File: config.mk
export PLATFORM = sky130hd
export DESIGN_NAME = rotate_subtract_skip_alu
export DESIGN_NICKNAME = d
export VERILOG_FILES = /design/src/alu_pkg.sv /design/src/alu_if.sv /design/src/sub_unit.sv /design/src/shift_unit.sv /design/src/rotate_subtract_skip_alu.sv
export VERILOG_INCLUDE_DIRS = /design/src
export SDC_FILE = /design/constraint.sdc
export NUM_CORES = 1
export LEC_CHECK = 0
export BUFFER_PORTS_ARGS = -buffer_cell sky130_fd_sc_hd__buf_4
export CORE_ASPECT_RATIO = 0.9
export CORE_UTILIZATION = 41
export DETAILED_ROUTE_END_ITERATION = 12
export GPL_ROUTABILITY_DRIVEN = 0
export PLACE_DENSITY_LB_ADDON = 0.15
export SLEW_MARGIN = 20
export SYNTH_ARGS = -nofsm -noshare
export SYNTH_HDL_FRONTEND = slang
export SYNTH_HIERARCHICAL = 1
export SYNTH_SLANG_ARGS = --single-unit
File: constraint.sdc
create_clock -name clk -period 2.97 [get_ports clk]
set_input_delay 0.1485 -clock clk [delete_from_list [all_inputs] [get_ports clk]]
set_output_delay 0.1485 -clock clk [all_outputs]
set_load 0.05 [all_outputs]
File: src/alu_defs.svh
// shared constants for the rotate, subtract and skip datapath
// How it works
// - copy rotate left into working register, flags kept
// - rotate left through carry, memory written back
// - rotate left through carry, result to register
// - rotate right in place, flags kept
// - copy rotate right into register, flags kept
// - rotate right through carry, memory written back
// - rotate right through carry, result to register
// - register minus memory minus inverted carry
// - register minus immediate minus inverted carry
// - borrow subtract written back to memory
// - subtracts update six arithmetic flags
// - carry set unless the subtract borrows; plain: no borrow in
// - plain difference written back to memory
// - decrement memory, skip when zero
// - decrement into register, skip when zero
// - increment memory, skip when zero, flags kept
// - increment into register, skip when zero
// - skip instructions take two cycles, dummy slot
// - skip when memory or bit nonzero
// - byte set writes all ones
// - bit set forces one selected bit
// - swap memory nibbles in place
`ifndef ALU_DEFS_SVH
`define ALU_DEFS_SVH
`define DATA_W 8
`define MSB_BIT 7
`define HALF_BIT 3
`define NIB_W 4
`define BIT_SEL_W 3
`define OP_W 5
`define ONE_VAL 8'h01
`define ALL_ONES 8'hff
`define ZERO_VAL 8'h00
`define WREG_RST 8'h00
`define FLAG_RST 1'b0
`endif

File: src/alu_pkg.sv
// types shared by the datapath core, its units and their bundle
`include "alu_defs.svh"
package alu_pkg;
	typedef enum logic [`OP_W-1:0] {
		nop = 5'b00000,
		rotate_left_copy = 5'b00001,
		rotate_left_thru_carry = 5'b00010,
		rotate_left_thru_carry_copy = 5'b00011,
		rotate_right = 5'b00100,
		rotate_right_copy = 5'b00101,
		rotate_right_thru_carry = 5'b00110,
		rotate_right_thru_carry_copy = 5'b00111,
		subtract_plain = 5'b01000,
		subtract_immediate = 5'b01001,
		difference_to_memory = 5'b01010,
		subtract_with_borrow = 5'b01011,
		subtract_borrow_immediate = 5'b01100,
		subtract_borrow_to_memory = 5'b01101,
		decrement_skip_on_zero = 5'b01110,
		decrement_skip_on_zero_copy = 5'b01111,
		increment_skip_on_zero = 5'b10000,
		increment_skip_on_zero_copy = 5'b10001,
		skip_if_nonzero = 5'b10010,
		skip_if_nonzero_bit = 5'b10011,
		byte_set = 5'b10100,
		bit_set = 5'b10101,
		nibble_swap = 5'b10110
	} op_t;
	typedef enum logic [0:0] {
		run = 1'b0,
		dummy = 1'b1
	} phase_t;
	typedef struct packed {
		logic c;
		logic z;
		logic half_carry;
		logic signed_wrap;
		logic signed_carry;
		logic chained_zero;
	} flags_t;
	typedef struct packed {
		phase_t phase;
		logic [`DATA_W-1:0] wreg;
		logic mem_we;
		logic [`DATA_W-1:0] mem_data;
		flags_t fl;
		logic skip;
	} core_state_t;
endpackage : alu_pkg

File: src/alu_if.sv
// operand and result bundle between the datapath core and its two units
`include "alu_defs.svh"
interface alu_if;
	import alu_pkg::*;
	logic [`DATA_W-1:0] opa;
	logic [`DATA_W-1:0] opb;
	logic carry_in;
	logic use_borrow;
	op_t op;
	logic [`BIT_SEL_W-1:0] bit_sel;
	logic [`DATA_W-1:0] diff;
	logic sub_c;
	logic sub_half_carry;
	logic sub_signed_wrap;
	logic sub_signed_carry;
	logic [`DATA_W-1:0] sh_res;
	logic sh_c;
	modport core (output opa, opb, carry_in, use_borrow, op, bit_sel,
		input diff, sub_c, sub_half_carry, sub_signed_wrap, sub_signed_carry, sh_res, sh_c);
	modport subtract (input opa, opb, carry_in, use_borrow,
		output diff, sub_c, sub_half_carry, sub_signed_wrap, sub_signed_carry);
	modport shifter (input opb, carry_in, op, bit_sel, output sh_res, sh_c);
endinterface : alu_if

File: src/sub_unit.sv
// eight-bit subtractor with borrow and its flag terms
`include "alu_defs.svh"
module sub_unit (
	alu_if.subtract bus
);
	import alu_pkg::*;
	logic cin;
	logic [`DATA_W:0] sum;
	logic [`HALF_BIT+1:0] low_sum;
	always_comb
	begin
		// carry high means no borrow, so a plain subtract feeds a one
		cin = bus.use_borrow ? bus.carry_in : 1'b1;
		sum = {1'b0, bus.opa} + {1'b0, ~bus.opb} + {{`DATA_W{1'b0}}, cin};
		low_sum = {1'b0, bus.opa[`HALF_BIT:0]} + {1'b0, ~bus.opb[`HALF_BIT:0]}
			+ {{(`HALF_BIT+1){1'b0}}, cin};
		bus.diff = sum[`DATA_W-1:0];
		bus.sub_c = sum[`DATA_W];
		bus.sub_half_carry = low_sum[`HALF_BIT+1];
		bus.sub_signed_wrap = (bus.opa[`MSB_BIT] != bus.opb[`MSB_BIT])
			&& (sum[`MSB_BIT] != bus.opa[`MSB_BIT]);
		bus.sub_signed_carry = bus.sub_signed_wrap ^ sum[`MSB_BIT];
	end
endmodule : sub_unit

File: src/shift_unit.sv
// rotate, step, set and swap results for a memory operand
`include "alu_defs.svh"
module shift_unit (
	alu_if.shifter bus
);
	import alu_pkg::*;
	logic [`DATA_W-1:0] b;
	always_comb
	begin
		b = bus.opb;
		bus.sh_res = b;
		bus.sh_c = bus.carry_in;
		unique case (bus.op)
			rotate_left_copy:
				bus.sh_res = {b[`DATA_W-2:0], b[`MSB_BIT]};
			rotate_left_thru_carry, rotate_left_thru_carry_copy:
			begin
				bus.sh_res = {b[`DATA_W-2:0], bus.carry_in};
				bus.sh_c = b[`MSB_BIT];
			end
			rotate_right, rotate_right_copy:
				bus.sh_res = {b[0], b[`DATA_W-1:1]};
			rotate_right_thru_carry, rotate_right_thru_carry_copy:
			begin
				bus.sh_res = {bus.carry_in, b[`DATA_W-1:1]};
				bus.sh_c = b[0];
			end
			decrement_skip_on_zero, decrement_skip_on_zero_copy:
				bus.sh_res = b - `ONE_VAL;
			increment_skip_on_zero, increment_skip_on_zero_copy:
				bus.sh_res = b + `ONE_VAL;
			byte_set:
				bus.sh_res = `ALL_ONES;
			bit_set:
				bus.sh_res = b | (`ONE_VAL << bus.bit_sel);
			nibble_swap:
				bus.sh_res = {b[`NIB_W-1:0], b[`DATA_W-1:`NIB_W]};
			default:
				bus.sh_res = b;
		endcase
	end
endmodule : shift_unit

File: src/rotate_subtract_skip_alu.sv
// execution datapath for rotates, subtracts, skips, set and swap
`include "alu_defs.svh"
module rotate_subtract_skip_alu (
	input wire logic clk,
	input wire logic rst_b,
	input wire logic op_valid,
	input wire alu_pkg::op_t op_code,
	input wire logic [`DATA_W-1:0] mem_operand,
	input wire logic [`DATA_W-1:0] imm_operand,
	input wire logic [`BIT_SEL_W-1:0] bit_select,
	output logic op_ready,
	output logic [`DATA_W-1:0] working_register,
	output logic mem_write,
	output logic [`DATA_W-1:0] mem_write_data,
	output logic carry_flag,
	output logic zero_flag,
	output logic half_carry_flag,
	output logic signed_wrap_flag,
	output logic signed_carry_flag,
	output logic chained_zero_flag,
	output logic skip_next,
	output logic dummy_slot
);
	import alu_pkg::*;

	core_state_t cur_q;
	core_state_t nxt_d;
	logic take;
	logic [`DATA_W-1:0] result;
	alu_if bus ();

	function automatic logic is_subtract(input op_t o);
		return o inside {subtract_plain, subtract_immediate, difference_to_memory,
			subtract_with_borrow, subtract_borrow_immediate, subtract_borrow_to_memory};
	endfunction : is_subtract

	function automatic logic is_borrow(input op_t o);
		return o inside {subtract_with_borrow, subtract_borrow_immediate,
			subtract_borrow_to_memory};
	endfunction : is_borrow

	function automatic logic is_skip(input op_t o);
		return o inside {decrement_skip_on_zero, decrement_skip_on_zero_copy,
			increment_skip_on_zero, increment_skip_on_zero_copy,
			skip_if_nonzero, skip_if_nonzero_bit};
	endfunction : is_skip

	function automatic logic to_memory(input op_t o);
		return o inside {rotate_left_thru_carry, rotate_right, rotate_right_thru_carry,
			difference_to_memory, subtract_borrow_to_memory, decrement_skip_on_zero,
			increment_skip_on_zero, byte_set, bit_set, nibble_swap};
	endfunction : to_memory

	function automatic logic to_register(input op_t o);
		return o inside {rotate_left_copy, rotate_left_thru_carry_copy, rotate_right_copy,
			rotate_right_thru_carry_copy, subtract_plain, subtract_immediate,
			subtract_with_borrow, subtract_borrow_immediate,
			decrement_skip_on_zero_copy, increment_skip_on_zero_copy};
	endfunction : to_register

	function automatic logic moves_carry(input op_t o);
		return o inside {rotate_left_thru_carry, rotate_left_thru_carry_copy,
			rotate_right_thru_carry, rotate_right_thru_carry_copy};
	endfunction : moves_carry

	// a skip instruction holds the issue port for its dummy slot
	assign op_ready = (cur_q.phase == run);
	assign take = op_valid && op_ready;

	// the immediate forms take their subtrahend from the immediate field
	assign bus.opa = cur_q.wreg;
	assign bus.opb = (op_code inside {subtract_immediate, subtract_borrow_immediate})
		? imm_operand : mem_operand;
	assign bus.carry_in = cur_q.fl.c;
	assign bus.use_borrow = is_borrow(op_code);
	assign bus.op = op_code;
	assign bus.bit_sel = bit_select;

	sub_unit subtractor (
		.bus(bus)
	);

	shift_unit shifter (
		.bus(bus)
	);

	assign result = is_subtract(op_code) ? bus.diff : bus.sh_res;

	always_comb
	begin
		nxt_d = cur_q;
		nxt_d.mem_we = 1'b0;
		nxt_d.skip = 1'b0;
		unique case (cur_q.phase)
			run:
			begin
				if (take)
				begin
					if (to_memory(op_code))
					begin
						// memory forms leave the working register alone
						nxt_d.mem_we = 1'b1;
						nxt_d.mem_data = result;
					end
					else if (to_register(op_code))
					begin
						// copy forms never write back to memory
						nxt_d.wreg = result;
					end
					if (moves_carry(op_code))
					begin
						nxt_d.fl.c = bus.sh_c;
					end
					if (is_subtract(op_code))
					begin
						nxt_d.fl.c = bus.sub_c;
						nxt_d.fl.z = (bus.diff == `ZERO_VAL);
						nxt_d.fl.half_carry = bus.sub_half_carry;
						nxt_d.fl.signed_wrap = bus.sub_signed_wrap;
						nxt_d.fl.signed_carry = bus.sub_signed_carry;
						// borrow forms chain the zero test across a multi-byte subtract
						nxt_d.fl.chained_zero = is_borrow(op_code)
							? ((bus.diff == `ZERO_VAL) && cur_q.fl.chained_zero)
							: (bus.diff == `ZERO_VAL);
					end
					if (is_skip(op_code))
					begin
						nxt_d.phase = dummy;
						unique case (op_code)
							skip_if_nonzero:
								nxt_d.skip = (mem_operand != `ZERO_VAL);
							skip_if_nonzero_bit:
								nxt_d.skip = mem_operand[bit_select];
							default:
								nxt_d.skip = (bus.sh_res == `ZERO_VAL);
						endcase
					end
				end
			end
			dummy:
			begin
				// the slot executes nothing; the next fetch is still in flight
				nxt_d.phase = run;
			end
			default:
			begin
				nxt_d.phase = run;
			end
		endcase
	end

	always_ff @(posedge clk)
	begin
		if (!rst_b)
		begin
			cur_q.phase <= run;
			cur_q.wreg <= `WREG_RST;
			cur_q.mem_we <= 1'b0;
			cur_q.mem_data <= `ZERO_VAL;
			cur_q.fl <= '{default: `FLAG_RST};
			cur_q.skip <= 1'b0;
		end
		else
		begin
			cur_q <= nxt_d;
		end
	end

	assign working_register = cur_q.wreg;
	assign mem_write = cur_q.mem_we;
	assign mem_write_data = cur_q.mem_data;
	assign carry_flag = cur_q.fl.c;
	assign zero_flag = cur_q.fl.z;
	assign half_carry_flag = cur_q.fl.half_carry;
	assign signed_wrap_flag = cur_q.fl.signed_wrap;
	assign signed_carry_flag = cur_q.fl.signed_carry;
	assign chained_zero_flag = cur_q.fl.chained_zero;
	assign skip_next = cur_q.skip;
	assign dummy_slot = (cur_q.phase == dummy);
endmodule : rotate_subtract_skip_alu

==> results of run 1 <==
worst max-delay path by stage:
stage | from | end | slack (ns)
final | op_code[4] | skip_next | 0.02
after global routing | op_code[4] | skip_next | -0.13
after CTS | op_code[4] | mem_write_data[7] | 0.008
after detailed placement | op_code[0] | skip_next | -0.44
after global placement | op_code[0] | mem_write_data[7] | -0.42
after floorplan | op_code[2] | signed_wrap_flag | -0.03
worst reg2reg max path: stages, from the launching register on:
cell and delay (ns):
dfxtp_1 0.31, nand2b_1 0.19, fa_2 0.42, a21oi_2 0.14, nor2b_1 0.07, a311o_1 0.36
a31oi_2 0.21, fa_1 0.48, inv_2 0.11, and3_4 0.19, o21ai_4 0.06, mux2i_1 0.12
metrics by stage:
stage	area, µm²	worst slack (ns)	instances	power, µW	hold slack, ns
2_1_floorplan	2930	-0.0336	344	750	0.381
3_3_place_gp	3720	-0.420	523	948	0.448
3_5_place_dp	3720	-0.442	523	955	0.457
4_1_cts	3820	0.00825	529	1160	0.278
5_1_grt	3980	-0.129	534	1270	0.299
6_report	3980	0.0206	534	1210	0.286
area by class of cell:
class,count,area [µm²]
inverter,22,85.1
fill,618,2680
timing repair buffer,116,891
clock buffer,4,45.0
sequential,25,500
multi-input combinational,277,2340
tap,90,113
layer usage:
| layer | vias to the layer above | global-route usage (%) | wire length [µm] |
|---|---|---|---|
| li1 | 1490 | - | - |
| met1 | 1438 | 32.1 | 4100 |
| met2 | 118 | 42.2 | 4120 |
| met3 | 20 | 3.28 | 579 |
| met4 | 0 | 3.06 | 129 |
| met5 | - | 0 | 0 |
state kept, by name, summed over array words and instances, names as in the netlist:
name,cells
carry_flag,1
chained_zero_flag,1
dummy_slot,1
half_carry_flag,1
mem_write,1
mem_write_data,8
signed_carry_flag,1
signed_wrap_flag,1
skip_next,1
working_register,8
zero_flag,1
placed cells by master, fill, tap and decap left out, types with 8 or more instances in the layout:
master   synthesis  final
nand2_1         24     24
inv_1           22     19
nor2_1          24     23
ha_1            13     11
dfxtp_1         25     25
buf_4            4    113
o21ai_0         15     11
a31oi_1         10      9
nor3_1           9      8
mux2i_1         26     26
a21oi_1         16      9
a21oi_2          1      8
what timing repair did:
item | CTS | global route
resized for setup | 6 | 28
buffers inserted | 2 | 5
pin swaps | 3 | 24
setup endpoints to repair | 10 | 14
kinds of logic (layout without fill, tap and decap cells):
family          Yosys count  after routing  share of synthesized area (%)
buf+inv                  42            142                           7.46
mux                      37             37                           13.9
xor+xnor                  7              7                           2.14
simple gates            110            110                           22.3
flops                    25             25                           17.5
compound gates          106            106                           28.2
fa+ha+maj                17             17                           8.47
power breakdown:
part	internal [µW]	switching, µW
sequential	352	12.2
combinational	288	354
clock	95.9	105
==> reports/qor.yml, run 1 <==
ys_seq_area_share_pct: 17.5
crit_top_cell: "buf_4"
numCtsBuffers: 3
grt_max_degree: 27
ant_nets: 0
synth_cell_types: 76
endpoint_kind: "register"
slew_headroom_pct: 52.6
drive_gt1_share_pct: 40.3
antenna_found_initial: 0
min_path_type: "input pin to register"
netlist_top_cells_count: "mux2i_1 (26), dfxtp_1 (25), nand2_1 (24), nor2_1 (24), inv_1 (22)"
dieWidth_um: 90.1
cp.arrival_ns: 3.14
power_density_nw_per_um2: 304
ff2ff_path_depth: 11
slew_violations: 0
r2r-end: "mem_write_data[7]"
syn_nets: 388
final.setup.tns_ns: 0
fin_crit_sh_pct: 99.3
yosys_warnings: 6
crit_buf_inv: 4
vias: 3066
die_area_um2: 7330
grt_pass1_wl_um: 14100
wirelength_um: 8930
worstMarginPinSlew_ns: 0.712
row_count: 28
slowest_delay_ns: 0.41
clock_sinks: 25
async_flop_share_pct: 0
synthTopCellsByArea: "dfxtp_1 (17%), mux2i_1 (9.1%), ha_1 (5.7%), mux2_1 (3.1%), nand2_1 (3.1%)"
critical_path.top_delay_family: "compound AO/OA/AOI/OAI gates"
dp_hpwl_um: 6870
grtUsageTotal_pct: 24.0
syn-mean-instance-area_um2: 8.33
final_hold_viol_count: 0
peakVddDrop_uv: 296
synth-seq-cells: 25
grt_remaining_overflow: 0
crit_type: "input pin to register"
whs_path_depth: 3
ys.flop_type: "dfxtp_1"
worst-path-max-fanout: 8
routedWlPerCell_um: 16.7
rsz0062_at_grt: "yes"
status: "finished clean"
io_pins: 53
finish.net_count: 489
worstPathRequired_ns: 3.17
max_freq_ghz: 0.339
critPathLaunchType: "input pin"
cts_root_buf: "clkbuf_8"
synth_most_common_cell: "mux2i_1"
slowest_stage: "o32a_1"
hold_path.startpoint: "rst_b"
grt_pass1_vias: 2876
antenna_cells: 0
htree_num_levels: 1
worst-path-stages: 16
clockBufferDepth: 2
clk_latency_ns: 0.27
via_per_inst: 5.74
holdBufCountCts: 0
synth.cell_area_um2: 2870
firstDrtPassIters: 8
synth_top_area_cell: "dfxtp_1"
p_leak_uw: 0.00184
utilization_pct: 59.7
areaGrowthSynthToFinish_pct: 38.7
clkTransAtPathRegs_ns: 0.08
ff2ff_setup_slack_ns: 0.24
reg2reg_from: "carry_flag"
initial_core_util_pct: 43.1
syn_inst: 344
die_h_um: 81.3
portBuffers: 52
period_needed_ns: 2.95
setup_violations: 0
skew_ns: 0.00207
first_iter_violations: 437
whs_endpoint: "working_register[7]"
fp.coreArea_um2: 6660
cp_cell_sequence: "buf_6, nand2b_4, nor2_4, o21ai_4, buf_12, buf_4, mux2_4, ha_1, buf_4, a211oi_2, nor3_2, o32a_1, nor4_2, o311a_1, a21oi_2, a21boi_1"
synth_edf_count: 0
drc: 0
synth_top_cell_area_share_pct: 17.5
cts_tree: "done"
maxCapViolations: 0
Note: power is estimated with default switching activity, not from simulation.
==> run 2: changes to the inputs <==
MAX_ROUTING_LAYER = met4   (was default)
SLEW_MARGIN = default   (was 20)
==> reports/qor.yml, run 2 (synthesis gave the netlist of run 1 again) <==
worst-path-max-fanout: 8
n_fill_cell: 618
antenna_cells: 0
numCtsBuffers: 3
crit_buf_inv: 4
cp-startpoint: "op_code[4]"
cp_cell_sequence: "buf_6, nand2b_4, nor2_4, o21ai_4, buf_12, buf_4, mux2_4, ha_1, buf_4, a211oi_2, nor3_2, o32a_1, nor4_2, o311a_1, a21oi_2, a21boi_1"
critical_path.top_delay_family: "compound AO/OA/AOI/OAI gates"
endpoint_kind: "register"
layout_commonest_cell: "buf_4"
ff2ff_setup_slack_ns: 0.25
holdBufCountCts: 0
worstMarginPinSlew_ns: 1.18
placed_cell_area_um2: 3720
reg2reg_from: "carry_flag"
power_density_nw_per_um2: 304
pre_cts_ws_ns: -0.442
crit_top_cell: "buf_4"
min_path_type: "input pin to register"
grt_pass1_vias: 2880
htree_num_levels: 1
grtUsageTotal_pct: 24.7
ff2ff_path_depth: 11
fp.coreArea_um2: 6660
dieWidth_um: 90.1
final_area_um2: 3970
r2r-end: "mem_write_data[7]"
slowest_delay_ns: 0.41
slew_headroom_pct: 21.2
grt_remaining_overflow: 0
grt_pass1_wl_um: 14100
fin_crit_sh_pct: 99.1
die_area_um2: 7330
maxCapViolations: 0
finish.net_count: 489
row_count: 28
cp.arrival_ns: 3.14
clockBufferDepth: 2
routedWlPerCell_um: 16.7
slowest_stage: "o32a_1"
via_per_inst: 5.78
max_freq_ghz: 0.340
firstDrtPassIters: 6
die_h_um: 81.3
vias: 3089
initial_core_util_pct: 43.1
io_pins: 53
ant_nets: 0
layout_setup_ws_ns: 0.0263
clock_sinks: 25
first_iter_violations: 373
crit_path_end: "skip_next"
setup_violations: 0
crit_type: "input pin to register"
final_hold_viol_count: 0
drive_gt1_share_pct: 40.1
finalPower_uw: 1210
p_leak_uw: 0.00184
critPathLaunchType: "input pin"
slew_violations: 0
cts_tree: "done"
rsz0062_at_grt: "yes"
drc: 0
wirelength_um: 8940
portBuffers: 52
peakVddDrop_uv: 295
final_cell_mix: "buf_4 (113), mux2i_1 (26), dfxtp_1 (25), nand2_1 (24), nor2_1 (23)"
clk_latency_ns: 0.27
period_needed_ns: 2.94
skew_ns: 0.00343
cts_root_buf: "clkbuf_8"
status: "finished clean"
utilization_pct: 59.7
antenna_found_initial: 0
dp_hpwl_um: 6870
areaGrowthSynthToFinish_pct: 38.6
grt_max_degree: 27
worst-path-stages: 16
clkTransAtPathRegs_ns: 0.08
worstPathRequired_ns: 3.17
==> run 2: power by group <==
| part | total [µW] | internal, µW | switching, µW |
|---|---|---|---|
| registers | 364 | 352 | 12.2 |
| clock network | 201 | 96.0 | 105 |
| logic | 642 | 288 | 354 |
==> run 2: per-stage QoR <==
step / hold WS, ns / TNS [ns] / cells
4_1_cts: 0.278 / 0 / 529
3_5_place_dp: 0.457 / -4.76 / 523
3_3_place_gp: 0.448 / -4.49 / 523
6_report: 0.288 / 0 / 534
5_1_grt: 0.298 / -0.327 / 534
2_1_floorplan: 0.381 / -0.0336 / 344
==> run 2: how the worst min path moves through the flow <==
stage / from / to / slack [ns] / depth (start not counted)
after floorplan: bit_select[2] / skip_next / 0.38 / 3
after global placement: mem_write_data[7] / mem_write_data[7] / 0.45 / 2
after detailed placement: mem_write_data[5] / mem_write_data[5] / 0.46 / 2
after CTS: rst_b / mem_write_data[7] / 0.28 / 3
after global routing: rst_b / working_register[7] / 0.30 / 3
final: rst_b / working_register[7] / 0.29 / 3
==> run 2: cell type report <==
type | count | area, µm² | share of cell area (%)
multi-input combinational | 277 | 2340 | 58.9
timing repair buffer | 116 | 891 | 22.4
sequential | 25 | 500 | 12.6
tap | 90 | 113 | 2.83
inverter | 22 | 85.1 | 2.14
clock buffer | 4 | 45.0 | 1.13
==> run 2: worst register-to-register path, cell delays in order, from the launching register on <==
cell and delay [ns]:
dfxtp_1 0.31, nand2b_1 0.19, fa_2 0.42, a21oi_2 0.14, nor2b_1 0.07, a311o_1 0.36, a31oi_2 0.21, fa_1 0.48
inv_2 0.11, and3_4 0.19, o21ai_4 0.06, mux2i_1 0.12
==> run 2: metal layers <==
metal | part of all wire [%] | track usage (%)
met2 | 46 | 42.3
met3 | 7.1 | 3.75
met5 | 0 | -
met1 | 45 | 31.8
met4 | 1.8 | 3.06
==> run 2: what timing repair did <==
action	CTS	global route
pin swaps	3	23
gates resized for setup	6	28
setup buffers	2	5
setup endpoints to repair	10	15
==> run 3: changes to the inputs <==
PLACE_DENSITY_LB_ADDON = 0.25   (was 0.15)
==> reports/qor.yml, run 3 (synthesis gave the netlist of run 1 again) <==
critPathLaunchType: "input pin"
setup_violations: 0
grt_pass1_wl_um: 13700
dr_wl_met3_um: 503
cp.arrival_ns: 3.14
status: "finished clean"
finalPower_uw: 1180
fin_hold_ws_ns: 0.295
antenna_cells: 0
peakVddDrop_uv: 282
final_area_um2: 3920
fp.coreArea_um2: 6660
fin_crit_sh_pct: 99.3
placed_cell_area_um2: 3710
io_pins: 53
grt_max_degree: 27
power_density_nw_per_um2: 301
routedWlPerCell_um: 16.3
antenna_found_initial: 0
grtUsageTotal_pct: 24.0
period_needed_ns: 2.95
cts_root_buf: "clkbuf_8"
firstDrtPassIters: 5
dieWidth_um: 90.1
initial_core_util_pct: 43.1
final_hold_viol_count: 0
rsz0062_at_grt: "yes"
p_leak_uw: 0.00181
wl_met2_um: 4030
ant_nets: 0
via_per_inst: 5.70
clkTransAtPathRegs_ns: 0.08
die_h_um: 81.3
maxCapViolations: 0
crit_type: "input pin to register"
numCtsBuffers: 3
min_path_type: "input pin to register"
worstMarginPinSlew_ns: 0.630
drive_gt1_share_pct: 38.6
slew_headroom_pct: 58.0
finish.net_count: 485
row_count: 28
areaGrowthSynthToFinish_pct: 36.6
final_cell_mix: "buf_4 (108), mux2i_1 (26), dfxtp_1 (25), nand2_1 (24), nor2_1 (23)"
grt_pass1_vias: 2806
slew_violations: 0
worst-path-max-fanout: 8
n_fill_cell: 615
portBuffers: 52
max_freq_ghz: 0.339
clock_sinks: 25
maxUsedRoutingLayer: "met4"
met1Wirelength_um: 3980
cts_tree: "done"
die_area_um2: 7330
clk_latency_ns: 0.26
holdBufCountCts: 0
first_iter_violations: 330
layout_commonest_cell: "buf_4"
vias: 3023
htree_num_levels: 1
endpoint_kind: "register"
wirelength_um: 8620
worstPathRequired_ns: 3.16
dp_hpwl_um: 6770
clockBufferDepth: 2
drc: 0
grt_remaining_overflow: 0
skew_ns: 0.00243
-- run 3: cell types whose count changed in the layout (fill, tap and decap cells not counted), sizes merged --
cell	previous run	this run
buf	116	112
-- run 3: area by class of cell --
class	count	area [µm²]	area share, %
multi-input combinational	277	2310	59.0
timing repair buffer	112	865	22.1
clock buffer	4	45.0	1.15
inverter	22	82.6	2.11
tap	90	113	2.88
sequential	25	500	12.8
-- run 3: worst paths after layout --
kind	from	to	slack, ns	cells past startpoint
max	op_code[4]	working_register[7]	0.02	17
min	rst_b	mem_write_data[6]	0.30	3
max reg2reg	carry_flag	working_register[7]	0.18	11
min reg2reg	mem_write_data[4]	mem_write_data[4]	0.46	2
-- run 3: through the flow --
| stage | setup slack (ns) | util, % | TNS, ns | cells |
|---|---|---|---|---|
| floorplan | -0.0336 | - | -0.0336 | 344 |
| global placement | -0.410 | 55.8 | -3.55 | 522 |
| detailed placement | -0.434 | 55.8 | -3.67 | 522 |
| CTS | 0.0193 | 57.2 | 0 | 528 |
| global route | -0.0944 | 58.8 | -0.394 | 530 |
| finish | 0.0215 | 58.8 | 0 | 530 |
-- run 3: where the power goes --
part | leakage, µW | total [µW] | internal (µW) | switching (µW)
combinational | 0.00158 | 618 | 276 | 342
sequential | 0.000203 | 364 | 352 | 12.6
clock | 0.0000228 | 197 | 95.7 | 101
-- run 3: worst max-delay path, stage by stage --
cell	delay (ns)
buf_6	0.09
nand2b_4	0.14
nor2_4	0.12
o21ai_4	0.07
buf_12	0.14
mux2_4	0.24
inv_2	0.04
fa_2	0.35
a21oi_2	0.17
nor2b_2	0.06
a311o_1	0.35
a31oi_2	0.21
fa_1	0.50
inv_2	0.10
and3_4	0.19
o21ai_4	0.06
mux2i_1	0.14
-- run 3: repair_timing --
item | in CTS | in global routing
setup endpoints to repair | 9 | 14
setup buffers | 2 | 2
gates cloned | 0 | 0
pin swaps | 2 | 9
gates resized for setup | 6 | 22
-- run 3: layer usage --
| layer | global-route usage, % | up-vias |
|---|---|---|
| li1 | - | 1475 |
| met1 | 31.1 | 1424 |
| met2 | 40.2 | 111 |
| met3 | 3.93 | 13 |
| met4 | 4.35 | 0 |
| met5 | - | - |
